===== src/rtl/rci_pkg.sv =====
package rci_pkg;
  // Register indices as printed; the byte address on the bus is four times the index.
  localparam logic [15:0] IDX_SYSTEM_CONTROL = 16'hFFF2;
  localparam logic [15:0] IDX_REQUEST_SENSE_CONTROL = 16'hFFF4;
  localparam logic [15:0] IDX_REQUEST_ENABLE = 16'hFFF5;
  localparam logic [15:0] IDX_REQUEST_FLAGS = 16'hFFF6;
  localparam logic [15:0] IDX_PRIORITY_LEVEL_A = 16'hFFF8;
  localparam logic [15:0] IDX_PRIORITY_LEVEL_B = 16'hFFF9;
  localparam int unsigned MIN_ADDR_W = 18;

  localparam logic [7:0] RST_SYSTEM_CONTROL = 8'h0B;
  localparam logic [7:0] RST_REQUEST_SENSE_CONTROL = 8'h00;
  localparam logic [7:0] RST_REQUEST_ENABLE = 8'h00;
  localparam logic [7:0] RST_REQUEST_FLAGS = 8'h00;
  localparam logic [7:0] RST_PRIORITY_LEVEL_A = 8'h00;
  localparam logic [7:0] RST_PRIORITY_LEVEL_B = 8'h00;

  localparam int unsigned USER_BIT_SELECT_POS = 3;
  localparam int unsigned NONMASKABLE_EDGE_SELECT_POS = 2;
  localparam int unsigned CCR_MASK_POS = 7;
  localparam int unsigned CCR_USER_MASK_POS = 6;

  localparam int unsigned N_EXT = 6;
  localparam int unsigned N_INT = 30;
  localparam int unsigned N_SRC = N_EXT + N_INT;

  localparam logic [5:0] VEC_RESET = 6'h00;
  localparam logic [5:0] VEC_NMI = 6'h07;
  localparam logic [5:0] VEC_TRAP_BASE = 6'h08;
  localparam logic [5:0] VEC_EXT_BASE = 6'h0C;
  localparam logic [5:0] VEC_INT_BASE = 6'h14;

  // Clock cycles the chip stays in reset after a watchdog overflow.
  localparam logic [3:0] WDT_RESET_CYCLES = 4'hA;
  // Least low time of the reset pin during operation, in system clock cycles.
  localparam int unsigned RES_MIN_LOW_CYCLES = 10;

  localparam logic [1:0] AXI_OKAY = 2'h0;
  localparam logic [1:0] AXI_SLVERR = 2'h2;

  typedef enum logic [3:0] {
    S_RESET, S_RV_HI, S_RV_LO, S_FIRST, S_RUN, S_PUSH_LO, S_PUSH_HI, S_VEC_HI, S_VEC_LO, S_LOAD
  } rci_state_e;
endpackage


===== src/rtl/rci_top.sv =====
module rci_top
  import rci_pkg::*;
#(
  parameter int unsigned ADDR_W = 18
) (
  // Clock and power-on reset
  input wire logic ref_clk,
  input wire logic rst_n,
  // Chip pins
  input wire logic chip_reset_input_n,
  input wire logic hw_standby_n,
  input wire logic nmi_pin,
  input wire logic [N_EXT-1:0] external_request_lines_n,
  // On-chip modules
  input wire logic watchdog_overflow,
  input wire logic [N_INT-1:0] module_req,
  // CPU core
  input wire logic cpu_boundary,
  input wire logic trap_req,
  input wire logic [1:0] trap_num,
  input wire logic [23:0] cpu_pc,
  input wire logic [7:0] cpu_ccr,
  input wire logic [23:0] cpu_sp,
  output logic cpu_halt,
  output logic cpu_load,
  output logic cpu_load_sp,
  output logic [23:0] new_pc,
  output logic [7:0] new_ccr,
  output logic [23:0] new_sp,
  output logic [5:0] exc_vector,
  // Exception memory port
  output logic mem_req,
  output logic mem_we,
  output logic [23:0] mem_addr,
  output logic [15:0] mem_wdata,
  input wire logic mem_ack,
  input wire logic [15:0] mem_rdata,
  // AXI4-Lite slave
  input wire logic [ADDR_W-1:0] s_axi_awaddr,
  input wire logic s_axi_awvalid,
  output logic s_axi_awready,
  input wire logic [31:0] s_axi_wdata,
  input wire logic [3:0] s_axi_wstrb,
  input wire logic s_axi_wvalid,
  output logic s_axi_wready,
  output logic [1:0] s_axi_bresp,
  output logic s_axi_bvalid,
  input wire logic s_axi_bready,
  input wire logic [ADDR_W-1:0] s_axi_araddr,
  input wire logic s_axi_arvalid,
  output logic s_axi_arready,
  output logic [31:0] s_axi_rdata,
  output logic [1:0] s_axi_rresp,
  output logic s_axi_rvalid,
  input wire logic s_axi_rready
);

  if (ADDR_W < MIN_ADDR_W) begin : g_addr_check
    $error("ADDR_W too narrow for the register map");
  end

  function automatic logic [2:0] reg_sel(input logic [ADDR_W-1:0] a);
    logic [ADDR_W-1:0] b;
    b = a & ~ADDR_W'(3);
    if (b == ADDR_W'({IDX_SYSTEM_CONTROL, 2'b00})) return 3'h1;
    else if (b == ADDR_W'({IDX_REQUEST_SENSE_CONTROL, 2'b00})) return 3'h2;
    else if (b == ADDR_W'({IDX_REQUEST_ENABLE, 2'b00})) return 3'h3;
    else if (b == ADDR_W'({IDX_REQUEST_FLAGS, 2'b00})) return 3'h4;
    else if (b == ADDR_W'({IDX_PRIORITY_LEVEL_A, 2'b00})) return 3'h5;
    else if (b == ADDR_W'({IDX_PRIORITY_LEVEL_B, 2'b00})) return 3'h6;
    else return 3'h0;
  endfunction

  function automatic logic [23:0] word_addr(input logic [23:0] a);
    return {a[23:1], 1'b0};
  endfunction

  // Two-flop synchronisers for pins; the third stage only feeds edge detection.
  logic res_s1_q, res_s2_q, stby_s1_q, stby_s2_q, nmi_s1_q, nmi_s2_q, nmi_s3_q;
  logic [N_EXT-1:0] irq_s1_q, irq_s2_q, irq_s3_q;
  always_ff @(posedge ref_clk or negedge rst_n) begin
    if (!rst_n) begin
      res_s1_q <= 1'b0;
      res_s2_q <= 1'b0;
      stby_s1_q <= 1'b0;
      stby_s2_q <= 1'b0;
      nmi_s1_q <= 1'b0;
      nmi_s2_q <= 1'b0;
      nmi_s3_q <= 1'b0;
      irq_s1_q <= '1;
      irq_s2_q <= '1;
      irq_s3_q <= '1;
    end else begin
      res_s1_q <= chip_reset_input_n;
      res_s2_q <= res_s1_q;
      stby_s1_q <= hw_standby_n;
      stby_s2_q <= stby_s1_q;
      nmi_s1_q <= nmi_pin;
      nmi_s2_q <= nmi_s1_q;
      nmi_s3_q <= nmi_s2_q;
      irq_s1_q <= external_request_lines_n;
      irq_s2_q <= irq_s1_q;
      irq_s3_q <= irq_s2_q;
    end
  end

  // Chip reset: pin low or a stretched watchdog overflow; standby only initialises the registers.
  logic [3:0] wdt_cnt_q, wdt_cnt_d;
  logic chip_rst, regs_init;
  always_comb begin
    wdt_cnt_d = wdt_cnt_q;
    if (watchdog_overflow) wdt_cnt_d = WDT_RESET_CYCLES;
    else if (wdt_cnt_q != 4'h0) wdt_cnt_d = wdt_cnt_q - 4'h1;
  end
  always_ff @(posedge ref_clk or negedge rst_n) begin
    if (!rst_n) wdt_cnt_q <= 4'h0;
    else wdt_cnt_q <= wdt_cnt_d;
  end
  assign chip_rst = !res_s2_q || (wdt_cnt_q != 4'h0) || watchdog_overflow;
  assign regs_init = chip_rst || !stby_s2_q;

  // Register file and AXI4-Lite slave.
  logic [7:0] sysctl_q, sysctl_d, sense_q, sense_d, enable_q, enable_d;
  logic [7:0] prio_a_q, prio_a_d, prio_b_q, prio_b_d;
  logic [N_EXT-1:0] flags_q, flags_d, flag_set;
  logic aw_have_q, aw_have_d, w_have_q, w_have_d, bvalid_q, bvalid_d, rvalid_q, rvalid_d;
  logic [ADDR_W-1:0] awaddr_q, awaddr_d;
  logic [7:0] wbyte_q, wbyte_d;
  logic wstb_q, wstb_d;
  logic [1:0] bresp_q, bresp_d, rresp_q, rresp_d;
  logic [31:0] rdata_q, rdata_d;
  logic aw_ok, w_ok, do_write, wr_stb;
  logic [2:0] wsel, rsel;
  logic [ADDR_W-1:0] wa;
  logic [7:0] wb;
  logic nmi_edge;

  assign s_axi_awready = !aw_have_q && !bvalid_q;
  assign s_axi_wready = !w_have_q && !bvalid_q;
  assign s_axi_arready = !rvalid_q;
  assign aw_ok = aw_have_q || (s_axi_awvalid && s_axi_awready);
  assign w_ok = w_have_q || (s_axi_wvalid && s_axi_wready);
  assign do_write = aw_ok && w_ok && !bvalid_q;
  assign wa = aw_have_q ? awaddr_q : s_axi_awaddr;
  assign wb = w_have_q ? wbyte_q : s_axi_wdata[7:0];
  assign wr_stb = w_have_q ? wstb_q : s_axi_wstrb[0];
  assign wsel = reg_sel(wa);
  assign rsel = reg_sel(s_axi_araddr);

  // Falling edge or low level per line, set by the sense control bit.
  assign flag_set = (sense_q[N_EXT-1:0] & irq_s3_q & ~irq_s2_q)
                  | (~sense_q[N_EXT-1:0] & ~irq_s2_q);

  always_comb begin
    sysctl_d = sysctl_q;
    sense_d = sense_q;
    enable_d = enable_q;
    prio_a_d = prio_a_q;
    prio_b_d = prio_b_q;
    flags_d = flags_q;
    aw_have_d = aw_have_q && !do_write;
    w_have_d = w_have_q && !do_write;
    awaddr_d = awaddr_q;
    wbyte_d = wbyte_q;
    wstb_d = wstb_q;
    bvalid_d = bvalid_q && !s_axi_bready;
    bresp_d = bresp_q;
    rvalid_d = rvalid_q && !s_axi_rready;
    rresp_d = rresp_q;
    rdata_d = rdata_q;
    if (s_axi_awvalid && s_axi_awready && !do_write) begin
      aw_have_d = 1'b1;
      awaddr_d = s_axi_awaddr;
    end
    if (s_axi_wvalid && s_axi_wready && !do_write) begin
      w_have_d = 1'b1;
      wbyte_d = s_axi_wdata[7:0];
      wstb_d = s_axi_wstrb[0];
    end
    if (do_write) begin
      bvalid_d = 1'b1;
      bresp_d = (wsel == 3'h0) ? AXI_SLVERR : AXI_OKAY;
      if (wr_stb) begin
        case (wsel)
          3'h1: sysctl_d = wb;
          3'h2: sense_d = wb;
          3'h3: enable_d = wb;
          3'h4: flags_d = flags_q & wb[N_EXT-1:0];
          3'h5: prio_a_d = wb;
          3'h6: prio_b_d = wb;
          default: ;
        endcase
      end
    end
    // Hardware set wins over a clearing write in the same cycle.
    flags_d = flags_d | flag_set;
    if (s_axi_arvalid && s_axi_arready) begin
      rvalid_d = 1'b1;
      rresp_d = (rsel == 3'h0) ? AXI_SLVERR : AXI_OKAY;
      case (rsel)
        3'h1: rdata_d = {24'h0, sysctl_q};
        3'h2: rdata_d = {24'h0, sense_q};
        3'h3: rdata_d = {24'h0, enable_q};
        3'h4: rdata_d = {26'h0, flags_q};
        3'h5: rdata_d = {24'h0, prio_a_q};
        3'h6: rdata_d = {24'h0, prio_b_q};
        default: rdata_d = 32'h0;
      endcase
    end
    if (regs_init) begin
      sysctl_d = RST_SYSTEM_CONTROL;
      sense_d = RST_REQUEST_SENSE_CONTROL;
      enable_d = RST_REQUEST_ENABLE;
      flags_d = RST_REQUEST_FLAGS[N_EXT-1:0];
      prio_a_d = RST_PRIORITY_LEVEL_A;
      prio_b_d = RST_PRIORITY_LEVEL_B;
    end
  end

  always_ff @(posedge ref_clk or negedge rst_n) begin
    if (!rst_n) begin
      sysctl_q <= RST_SYSTEM_CONTROL;
      sense_q <= RST_REQUEST_SENSE_CONTROL;
      enable_q <= RST_REQUEST_ENABLE;
      flags_q <= RST_REQUEST_FLAGS[N_EXT-1:0];
      prio_a_q <= RST_PRIORITY_LEVEL_A;
      prio_b_q <= RST_PRIORITY_LEVEL_B;
      aw_have_q <= 1'b0;
      w_have_q <= 1'b0;
      awaddr_q <= '0;
      wbyte_q <= 8'h00;
      wstb_q <= 1'b0;
      bvalid_q <= 1'b0;
      bresp_q <= AXI_OKAY;
      rvalid_q <= 1'b0;
      rresp_q <= AXI_OKAY;
      rdata_q <= 32'h0;
    end else begin
      sysctl_q <= sysctl_d;
      sense_q <= sense_d;
      enable_q <= enable_d;
      flags_q <= flags_d;
      prio_a_q <= prio_a_d;
      prio_b_q <= prio_b_d;
      aw_have_q <= aw_have_d;
      w_have_q <= w_have_d;
      awaddr_q <= awaddr_d;
      wbyte_q <= wbyte_d;
      wstb_q <= wstb_d;
      bvalid_q <= bvalid_d;
      bresp_q <= bresp_d;
      rvalid_q <= rvalid_d;
      rresp_q <= rresp_d;
      rdata_q <= rdata_d;
    end
  end
  assign s_axi_bvalid = bvalid_q;
  assign s_axi_bresp = bresp_q;
  assign s_axi_rvalid = rvalid_q;
  assign s_axi_rresp = rresp_q;
  assign s_axi_rdata = rdata_q;

  // Arbitration: index 0-5 are the external lines, 6-35 the module requests.
  logic [N_SRC-1:0] src_req, src_hi;
  logic found_hi, found_lo, allow_hi, allow_lo, take_nmi, take_int, ue;
  logic [5:0] idx_hi, idx_lo, pick_vec;

  function automatic logic [N_SRC-1:0] level_map(input logic [7:0] pa, input logic [7:0] pb);
    logic [N_SRC-1:0] m;
    m = {pb[1], {4{pb[2]}}, {4{pb[3]}}, {4{pb[5]}}, {3{pb[6]}}, {3{pb[7]}},
         {3{pa[0]}}, {3{pa[1]}}, {3{pa[2]}}, {2{pa[3]}}, {2{pa[4]}}, {2{pa[5]}}, pa[6], pa[7]};
    return m;
  endfunction

  assign src_req = {module_req, flags_q & enable_q[N_EXT-1:0]};
  assign src_hi = level_map(prio_a_q, prio_b_q);
  assign ue = sysctl_q[USER_BIT_SELECT_POS];
  // Three mask levels; with user bit select set, the user mask bit is ignored.
  assign allow_lo = !cpu_ccr[CCR_MASK_POS];
  assign allow_hi = !cpu_ccr[CCR_MASK_POS] || (!ue && !cpu_ccr[CCR_USER_MASK_POS]);

  always_comb begin
    found_hi = 1'b0;
    found_lo = 1'b0;
    idx_hi = 6'h0;
    idx_lo = 6'h0;
    for (int i = N_SRC - 1; i >= 0; i--) begin
      if (src_req[i] && src_hi[i]) begin
        found_hi = 1'b1;
        idx_hi = 6'(i);
      end
      if (src_req[i] && !src_hi[i]) begin
        found_lo = 1'b1;
        idx_lo = 6'(i);
      end
    end
  end

  logic nmi_pend_q, nmi_pend_d;
  rci_state_e state_q, state_d;
  logic [5:0] sel_idx;
  assign sel_idx = (found_hi && allow_hi) ? idx_hi : idx_lo;
  assign nmi_edge = sysctl_q[NONMASKABLE_EDGE_SELECT_POS] ? (nmi_s2_q && !nmi_s3_q)
                                                          : (!nmi_s2_q && nmi_s3_q);
  assign take_nmi = nmi_pend_q && (state_q == S_RUN) && cpu_boundary;
  assign take_int = (state_q == S_RUN) && cpu_boundary &&
                    (nmi_pend_q || (found_hi && allow_hi) || (found_lo && allow_lo));
  assign pick_vec = nmi_pend_q ? VEC_NMI :
                    (sel_idx < 6'(N_EXT)) ? VEC_EXT_BASE + sel_idx
                                          : VEC_INT_BASE + sel_idx - 6'(N_EXT);

  // Edges are discarded until the first instruction has run.
  always_comb begin
    nmi_pend_d = nmi_pend_q;
    if (take_nmi) nmi_pend_d = 1'b0;
    if (nmi_edge) nmi_pend_d = 1'b1;
    if (chip_rst || state_q == S_RV_HI || state_q == S_RV_LO || state_q == S_FIRST) begin
      nmi_pend_d = 1'b0;
    end
  end

  // Exception sequencer.
  logic mem_req_q, mem_req_d, mem_we_q, mem_we_d, load_q, load_d, load_sp_q, load_sp_d;
  logic [23:0] mem_addr_q, mem_addr_d, pc_q, pc_d, sp_q, sp_d;
  logic [15:0] wdata_q, wdata_d;
  logic [7:0] ccr_q, ccr_d;
  logic [5:0] vec_q, vec_d;
  logic [23:0] frame_pc_q, frame_pc_d;
  logic [7:0] frame_ccr_q, frame_ccr_d;

  always_comb begin
    state_d = state_q;
    mem_req_d = mem_req_q && !mem_ack;
    mem_we_d = mem_we_q;
    mem_addr_d = mem_addr_q;
    wdata_d = wdata_q;
    load_d = 1'b0;
    load_sp_d = load_sp_q;
    pc_d = pc_q;
    sp_d = sp_q;
    ccr_d = ccr_q;
    vec_d = vec_q;
    frame_pc_d = frame_pc_q;
    frame_ccr_d = frame_ccr_q;
    case (state_q)
      S_RESET: if (!chip_rst) begin
        state_d = S_RV_HI;
        vec_d = VEC_RESET;
        ccr_d = 8'h00;
        ccr_d[CCR_MASK_POS] = 1'b1;
        load_sp_d = 1'b0;
        mem_req_d = 1'b1;
        mem_we_d = 1'b0;
        mem_addr_d = 24'h000000;
      end
      S_RV_HI, S_VEC_HI: if (mem_ack) begin
        pc_d = {mem_rdata[7:0], 16'h0000};
        state_d = (state_q == S_RV_HI) ? S_RV_LO : S_VEC_LO;
        mem_req_d = 1'b1;
        mem_addr_d = word_addr(mem_addr_q + 24'h2);
      end
      S_RV_LO, S_VEC_LO: if (mem_ack) begin
        pc_d = {pc_q[23:16], mem_rdata};
        load_d = 1'b1;
        state_d = (state_q == S_RV_LO) ? S_FIRST : S_RUN;
      end
      S_FIRST: if (cpu_boundary) state_d = S_RUN;
      S_RUN: if (take_int || (cpu_boundary && trap_req)) begin
        frame_pc_d = cpu_pc;
        frame_ccr_d = cpu_ccr;
        ccr_d = cpu_ccr;
        ccr_d[CCR_MASK_POS] = 1'b1;
        if (!ue) ccr_d[CCR_USER_MASK_POS] = 1'b1;
        vec_d = take_int ? pick_vec : VEC_TRAP_BASE + {4'h0, trap_num};
        sp_d = word_addr(cpu_sp - 24'h4);
        load_sp_d = 1'b1;
        state_d = S_PUSH_LO;
        mem_req_d = 1'b1;
        mem_we_d = 1'b1;
        mem_addr_d = word_addr(cpu_sp - 24'h2);
        wdata_d = cpu_pc[15:0];
      end
      S_PUSH_LO: if (mem_ack) begin
        state_d = S_PUSH_HI;
        mem_req_d = 1'b1;
        mem_addr_d = sp_q;
        wdata_d = {frame_ccr_q, frame_pc_q[23:16]};
      end
      S_PUSH_HI: if (mem_ack) begin
        state_d = S_VEC_HI;
        mem_req_d = 1'b1;
        mem_we_d = 1'b0;
        mem_addr_d = {16'h0000, vec_q, 2'b00};
      end
      default: state_d = S_RESET;
    endcase
    if (chip_rst) begin
      state_d = S_RESET;
      mem_req_d = 1'b0;
      mem_we_d = 1'b0;
      load_d = 1'b0;
    end
  end

  always_ff @(posedge ref_clk or negedge rst_n) begin
    if (!rst_n) begin
      state_q <= S_RESET;
      nmi_pend_q <= 1'b0;
      mem_req_q <= 1'b0;
      mem_we_q <= 1'b0;
      mem_addr_q <= 24'h0;
      wdata_q <= 16'h0;
      load_q <= 1'b0;
      load_sp_q <= 1'b0;
      pc_q <= 24'h0;
      sp_q <= 24'h0;
      ccr_q <= 8'h80;
      vec_q <= VEC_RESET;
      frame_pc_q <= 24'h0;
      frame_ccr_q <= 8'h00;
    end else begin
      state_q <= state_d;
      nmi_pend_q <= nmi_pend_d;
      mem_req_q <= mem_req_d;
      mem_we_q <= mem_we_d;
      mem_addr_q <= mem_addr_d;
      wdata_q <= wdata_d;
      load_q <= load_d;
      load_sp_q <= load_sp_d;
      pc_q <= pc_d;
      sp_q <= sp_d;
      ccr_q <= ccr_d;
      vec_q <= vec_d;
      frame_pc_q <= frame_pc_d;
      frame_ccr_q <= frame_ccr_d;
    end
  end

  assign cpu_halt = (state_q != S_RUN) && (state_q != S_FIRST);
  assign cpu_load = load_q;
  assign cpu_load_sp = load_sp_q;
  assign new_pc = pc_q;
  assign new_ccr = ccr_q;
  assign new_sp = sp_q;
  assign exc_vector = vec_q;
  assign mem_req = mem_req_q;
  assign mem_we = mem_we_q;
  assign mem_addr = mem_addr_q;
  assign mem_wdata = wdata_q;

  chk_halt_in_reset: assert property (@(posedge ref_clk) disable iff (!rst_n)
    chip_rst |=> cpu_halt && !mem_req) else $error("not halted in reset");
  chk_release_fetch: assert property (@(posedge ref_clk) disable iff (!rst_n)
    $rose(res_s2_q) && wdt_cnt_q == 4'h0 && !watchdog_overflow && stby_s2_q
    |=> mem_req && mem_addr == 24'h0 && !mem_we) else $error("no reset fetch");
  chk_wdt_resets: assert property (@(posedge ref_clk) disable iff (!rst_n)
    watchdog_overflow |=> state_q == S_RESET [*8]) else $error("watchdog reset short");
  chk_reset_mask: assert property (@(posedge ref_clk) disable iff (!rst_n)
    state_q == S_RV_LO && mem_ack && !chip_rst |=> cpu_load && new_ccr[CCR_MASK_POS]
    && !cpu_load_sp && exc_vector == VEC_RESET) else $error("reset load wrong");
  chk_first_block: assert property (@(posedge ref_clk) disable iff (!rst_n)
    state_q == S_FIRST |-> !take_int && !nmi_pend_q) else $error("interrupt before first");
  chk_nmi_first: assert property (@(posedge ref_clk) disable iff (!rst_n)
    take_nmi && !chip_rst |=> exc_vector == VEC_NMI && state_q == S_PUSH_LO) else
    $error("nmi not taken");
  chk_mask_hold: assert property (@(posedge ref_clk) disable iff (!rst_n)
    take_int && cpu_ccr[CCR_MASK_POS] && (ue || cpu_ccr[CCR_USER_MASK_POS]) |-> nmi_pend_q)
    else $error("masked request taken");
  chk_trap_bits: assert property (@(posedge ref_clk) disable iff (!rst_n)
    state_q == S_RUN && cpu_boundary && trap_req && !take_int && !chip_rst |=>
    new_ccr[CCR_MASK_POS] && new_ccr[CCR_USER_MASK_POS] == (!$past(ue) ||
    $past(cpu_ccr[CCR_USER_MASK_POS])) && exc_vector == VEC_TRAP_BASE + {4'h0, $past(trap_num)})
    else $error("trap entry wrong");
  chk_word_even: assert property (@(posedge ref_clk) disable iff (!rst_n)
    mem_req |-> !mem_addr[0]) else $error("odd word address");
  chk_sysctl_init: assert property (@(posedge ref_clk) disable iff (!rst_n)
    regs_init |=> sysctl_q == RST_SYSTEM_CONTROL && flags_q == '0) else
    $error("registers not initialised");

  cov_reset_done: cover property (@(posedge ref_clk) disable iff (!rst_n)
    state_q == S_FIRST ##[1:50] state_q == S_RUN);
  cov_nmi: cover property (@(posedge ref_clk) disable iff (!rst_n) take_nmi);
  cov_trap: cover property (@(posedge ref_clk) disable iff (!rst_n)
    state_q == S_RUN && cpu_boundary && trap_req && !take_int);
  cov_hi_over_lo: cover property (@(posedge ref_clk) disable iff (!rst_n)
    take_int && found_hi && found_lo && !nmi_pend_q);
endmodule


===== config.mk =====
export PLATFORM = sky130hd
export DESIGN_NAME = rci_top
export DESIGN_NICKNAME = d
export VERILOG_FILES = /design/src/rtl/rci_pkg.sv /design/src/rtl/rci_top.sv
export SDC_FILE = /design/constraint.sdc
export NUM_CORES = 1
export LEC_CHECK = 0
export ABC_AREA = 0
export BUFFER_PORTS_ARGS = -buffer_cell sky130_fd_sc_hd__buf_2
export CELL_PAD_IN_SITES_DETAIL_PLACEMENT = 1
export CELL_PAD_IN_SITES_GLOBAL_PLACEMENT = 1
export CORE_MARGIN = 2
export CORE_UTILIZATION = 44
export CTS_CLUSTER_DIAMETER = 200
export CTS_CLUSTER_SIZE = 30
export DETAILED_ROUTE_END_ITERATION = 7
export PLACE_DENSITY = 0.9
export SYNTH_ARGS = -nofsm -noshare
export SYNTH_HDL_FRONTEND = slang
export SYNTH_SLANG_ARGS = --single-unit

===== constraint.sdc =====
create_clock -name ref_clk -period 5.8 [get_ports ref_clk]
set_clock_uncertainty 0.1 [all_clocks]
set_input_delay 0.29 -clock ref_clk [delete_from_list [all_inputs] [get_ports ref_clk]]
set_output_delay 0.29 -clock ref_clk [all_outputs]
set_load 0.005 [all_outputs]

Word-level counts from Yosys, hierarchy flattened
Index checks and enable logic that the tools add are counted.
W data, S select, Z words.
Word-level totals
  bits in registers: 284
  input bits: 196
  word-level logic and storage cells: 521
Cells by class
  add/sub/neg operators: 8
  order comparisons: 1
  eq/ne operators: 46
  muxes and demuxes: 242
  bitwise logic cells: 10
  reductions and logical operators: 172
Operators by type and width (count)
  $mux W6: 82
  $eq A16 B16 Y1 const B: 12
  $mux W8: 23
  $mux W24: 6
  $pmux W24 S5: 1
  $logic_and A1 B1 Y1: 97
  $mux W1: 92
  $mux W16: 3
  $pmux W24 S2: 1
  $pmux W8 S6: 1
  $mux W4: 10
  $mux W3: 13
  $pmux W16 S2: 1
  $and A6 B6 Y6: 5
  $reduce_and A3 Y1: 10
  $logic_not A1 Y1: 29
  $pmux W4 S7: 1
  $add A24 B2 Y24 const B: 1
  $sub A24 B2 Y24 const B: 1
  $sub A24 B3 Y24 const B: 1
  $reduce_bool A2 Y1: 11
  $eq A3 B3 Y1 const B: 6
  $mux W18: 1
  $eq A4 B3 Y1 const B: 4
  35 further kinds: 67

Logic depth before layout (Yosys ltp)
  word-level depth: 46
  mapped depth: 12
  mapped depth without buffers: 11

Worst setup path before layout
No wires, ideal clock.
  path type: flip-flop to flip-flop
  start point: register prio_a_q[0]
  end point: register vec_q[3] (netlist: exc_vector[3])
  arrival: 2.510 ns
  setup slack: 3.055 ns
  cell stages (with the launch flop): 12
  path buffers: 1
  period minus slack after synthesis: 2.745 ns
  path through: dfrtp_1 buf_4 a22oi_2 nand4_2 a2111oi_4 a31o_2 mux2_4 ha_1 nand2b_1 mux2i_1 o211ai_1 o211ai_1
Between the ends
  cells in the longest elaborated chain, start to end: 27
  elaborated cells between the ends (all ways): 93
  those cells by class: 3 x add/sub; 1 x order compare; 1 x eq/ne; 74 x mux; 14 x reduce/logical
Ends and longest elaborated chain
  start: declaration: line rci_top.sv:124  | logic [7:0] prio_a_q, prio_a_d, prio_b_q, prio_b_d;
  start signal: assignment: line rci_top.sv:243  | prio_a_q <= prio_a_d;
  $logic_not A1 Y1 / $logic_and A1 B1 Y1 (equally long branches): line rci_top.sv:292, rci_top.sv:288
  $logic_and A1 B1 Y1 / $mux W1 (equally long branches): line rci_top.sv:292, rci_top.sv:288
  $mux W6 / $mux W1 (equally long branches) (16 in a row): line rci_top.sv:292, rci_top.sv:288
  $mux W6 / $logic_and A1 B1 Y1 (equally long branches): line rci_top.sv:292, rci_top.sv:302, rci_top.sv:307
  $mux W6: line rci_top.sv:302  | assign sel_idx = (found_hi && allow_hi) ? idx_hi : idx_lo;
  $add A5 B6 Y6: line rci_top.sv:310  | : VEC_INT_BASE + sel_idx - 6'(N_EXT);
  $sub A6 B3 Y6: line rci_top.sv:310
  $mux W6: line rci_top.sv:309  | (sel_idx < 6'(N_EXT)) ? VEC_EXT_BASE + sel_idx
  $mux W6: line rci_top.sv:308  | assign pick_vec = nmi_pend_q ? VEC_NMI :
  $mux W6: line rci_top.sv:374  | vec_d = take_int ? pick_vec : VEC_TRAP_BASE + {4'h0, trap_num};
  $mux W6: line rci_top.sv:368  | S_RUN: if (take_int || (cpu_boundary && trap_req)) begin
  $pmux W6 S2: line rci_top.sv:345  | case (state_q)
  end signal: assignment: line rci_top.sv:433  | vec_q <= vec_d;
  end: declaration: line rci_top.sv:327  | logic [5:0] vec_q, vec_d;
Several ways; a longest one is shown, not always the timed one. The select of a mux whose other input is x is not followed.
A chain may end at the register's enable or synchronous reset.

Final worst setup path
  start point: register prio_b_q[5]
  end point: register sp_q[23] (netlist: new_sp[23])
Between the ends
  cells in the longest elaborated chain, start to end: 34
  elaborated cells between the ends (all ways): 70
  those cells by class: 54 x mux; 16 x reduce/logical
Ends and longest elaborated chain
  start: declaration: line rci_top.sv:124
  start signal: assignment: line rci_top.sv:244  | prio_b_q <= prio_b_d;
  $logic_and A1 B1 Y1 / $logic_not A1 Y1 (equally long branches): line rci_top.sv:288, rci_top.sv:292
  $mux W1 / $logic_and A1 B1 Y1 (equally long branches): line rci_top.sv:288, rci_top.sv:292
  $mux W1, on equally long branches (26 in a row): line rci_top.sv:288, rci_top.sv:292
  $logic_and A1 B1 Y1 / $mux W1 (equally long branches): line rci_top.sv:307, rci_top.sv:292
  $logic_or A1 B1 Y1 / $logic_and A1 B1 Y1 (equally long branches): line rci_top.sv:307  | (nmi_pend_q || (found_hi && allow_hi) || (found_lo && allow_lo));
  $logic_or A1 B1 Y1 *: line rci_top.sv:307
  $logic_and A1 B1 Y1 *: line rci_top.sv:306  | assign take_int = (state_q == S_RUN) && cpu_boundary &&
  $logic_or A1 B1 Y1 *: line rci_top.sv:368
  $reduce_and A2 Y1 (no source line) *
  end signal: assignment: line rci_top.sv:431  | sp_q <= sp_d;
  end: declaration: line rci_top.sv:324  | logic [23:0] mem_addr_q, mem_addr_d, pc_q, pc_d, sp_q, sp_d;
Mark *: on every way between the ends. The rest lies on a longest branch, timed or not.

==> flow_metrics.tcl <==
set metrics [dict create \
    status "finished clean" \
    start_util_pct 44.3 \
    grt_pass1_vias 13500 \
    final_cells 2159 \
    whs_ns 0.0115 \
    drt_iter0_drc 886 \
    yosysSeqAreaShare_pct 44.3 \
    worst_slew_pin_slew_ns 1.36 \
    peakVddDrop_v 0.000272 \
    crit_path_max_incr_delay_ns 0.80 \
    io_pins 344 \
    yosysTopAreaCell "dfrtp_1" \
    setup_tns_ns 0 \
    cts_tree "yes" \
    p_leak_nw 7.29 \
    globalplace.congestion 0.884 \
    cts_root_buf "clkbuf_16" \
    dp.cells 2057 \
    avgSynthCellArea_sq_um 9.36 \
    drc 0 \
    grt_max_degree 127 \
    avgViaCountPerCell 5.96 \
    rows 64 \
    cp.required_ns 6.12 \
    core_area_sq_mm 0.0304 \
    cts_setup_buffers 0 \
    crit_fanout 46 \
    grt_pass1_wl_um 74700 \
    setup_ws_ns 1.66 \
    slew_headroom_pct 9.12 \
    startpoint "prio_b_q[5]" \
    synth_top_area_share_pct 40.2 \
    wire_per_inst_um 22.8 \
    regToRegEndpoint "new_sp[23]" \
    powerDensity_mw_per_mm2 218 \
    crit_path_start_kind "register" \
    ys_ff_latch 238 \
    syn_inst 1441 \
    fin_crit_sh_pct 71.4 \
    grt_overflow 0 \
    path_clk_slew_ns 0.13 \
    cts_resized 0 \
    synth_cell_types 102 \
    die-area_sq_mm 0.0321 \
    nNetsFinal 1959 \
    fill_cells 3571 \
    drv_slew 0 \
    path_cells "inv_1 -> o2bb2ai_1 -> nor4_2 -> a31oi_1 -> nor3_2 -> a21o_2 -> buf_4 -> nand2_1 -> o21ai_1" \
    criticalPathCategory "reg -> reg" \
    worstSetupEndpointType "register" \
    drt_pass1_iterations 5 \
    routed_wl_um 49200 \
    r2r_slack_ns 1.66 \
    reg2reg_from "prio_b_q[5]" \
    cp_slowest_cell "a21o_2" \
    drive_gt1_share_pct 25.7 \
    max-cap-violations 0 \
    rsz0062_at_grt "false" \
    p_total_w 0.00352 \
    htreeDepth 1 \
    hp-class "in -> reg" \
    yosys_warnings 0 \
    hold_violations 0 \
    clock_path_buffers 3 \
    fmax_mhz 241 \
    ys_top_cells_by_area "dfrtp_1 (40%), nand2_1 (5.9%), dfstp_2 (4.1%)" \
    ant_nets 0 \
    fin_crit_ns 4.14 \
    cts_buffers 11 \
    rr_worst_depth 9 \
    insertion_delay_ns 0.50 \
    port_buffers 282 \
    dp_hpwl_um 32800 \
    vias 12900 \
    clock_sinks 238 \
    dieHeight_um 179 \
    crit_end "new_sp[23]" \
    grt_util_all_layers_pct 29.8 \
    pre_cts_slack_ns 1.82 \
    setup_violations 0 \
    async_flop_share_pct 100 \
    synth_edf_count 0 \
    synth_flop_cell "dfrtp_1" \
    synth_area_sq_mm 0.0135 \
    area_delta_synth_final_pct 19.5 \
    antenna_found_initial 5 \
    arrival_ns 4.47 \
    die_width_um 179 \
]
-- cell usage after synthesis, drive strengths merged, types with 7 or more instances --
master,n
ha,8
clkbuf,41
inv,49
nor4,12
nand4,14
nor2b,16
dfstp,21
mux2i,45
o21ai,129
nor3b,9
buf,57
nand2,214
o21a,12
xor2,18
nor3,36
o211ai,8
nand3,22
and3,10
o31ai,7
nand3b,7
nor2,118
a21o,15
a211oi,8
xnor2,30
nand2b,13
mux2,42
a221oi,18
o22ai,27
a31oi,21
or3,9
dfrtp,217
a21oi,76
a22oi,23
-- worst min path at each step --
stage	startpoint	end	slack (ns)	cells after the start
floorplan	rst_n	aw_have_q	-0.11	0
global placement	nmi_s1_q	nmi_s2_q	0.24	0
detailed placement	res_s1_q	res_s2_q	0.24	0
CTS	cpu_ccr[3]	frame_ccr_q[3]	0.0002	3
global route	cpu_ccr[3]	frame_ccr_q[3]	0.004	3
finish	cpu_pc[12]	mem_wdata[12]	0.01	3
-- sequential cells by signal (all words and copies together), names as in the netlist, 16 cells and up --
signal / count
mem_wdata: 16
mem_addr: 23
new_pc: 24
awaddr_q: 16
new_sp: 23
-- cells by family (layout without fill, tap and decap cells) --
group	count (synthesis)	count (layout)	share of synthesized area, %
compound gates	404	404	21.3
other cells	2	36	0.0557
simple gates	506	506	17.6
xor+xnor	48	48	3.12
buf+inv	148	436	5.97
fa+ha+maj	8	8	0.742
mux	87	87	6.87
flops	238	238	44.3
-- metrics by stage --
| stage | cell area (sq um) | utilization (%) |
|---|---|---|
| after global routing | 16100 | 53.0 |
| after CTS | 16100 | 52.9 |
| after detailed placement | 15000 | 49.3 |
| after global placement | 15000 | 49.3 |
| final | 16100 | 53.0 |
| after floorplan | 13600 | - |
-- power breakdown --
| group | internal (W) | leakage [nW] | switching (W) |
|---|---|---|---|
| combinational | 0.000314 | 4.07 | 0.000382 |
| sequential | 0.00179 | 3.07 | 0.000116 |
| clock | 0.000366 | 0.145 | 0.000551 |
| total | 0.00247 | 7.29 | 0.00105 |
-- critical path, delay by kind of cell (launching register included) --
kind | cells | cell delay [ns]
AO/OA/AOI/OAI | 4 | 1.43
AND/OR/NAND/NOR | 3 | 0.95
buffers and inverters | 2 | 0.81
flip-flops | 1 | 0.75
-- layout make-up --
type / instances / area [sq um] / share of cell area [%]
antenna: 7 / 17.5 / 0.109
clock buffer: 14 / 297 / 1.84
inverter: 49 / 184 / 1.14
multi-input combinational: 1082 / 6830 / 42.3
sequential: 238 / 5980 / 37.1
tap: 396 / 495 / 3.07
timing repair buffer: 373 / 2320 / 14.4
-- layer usage --
layer  global-route usage [%]  wire length (um)  share of wire, %  vias up
li1                         -                 -                 -     5735
met1                     34.7             19000                39     6476
met2                     54.5             25000                51      539
met3                     4.66              3290               6.7      114
met4                     11.8              1860               3.8        0
met5                        0                 0                 0        -
-- placed cells by master (no fill, tap or decap), types with 29 or more instances in the layout --
| master | n |
|---|---|
| dlygate4sd3_1 | 81 |
| o21ai_0 | 81 |
| dfrtp_1 | 217 |
| mux2_2 | 41 |
| inv_1 | 49 |
| buf_2 | 281 |
| nor3_1 | 32 |
| nand2_1 | 213 |
| xnor2_1 | 30 |
| nor2_1 | 117 |
| conb_1 | 29 |
| o21ai_2 | 34 |
| a21oi_1 | 64 |
| mux2i_1 | 45 |
-- repair_timing --
| item | in CTS | in global routing |
|---|---|---|
| endpoints found under the hold margin | 208 | 0 |
| endpoints found under the setup margin | 0 | 0 |
| hold buffers | 81 | 0 |
(Power assumes the default switching activity.)
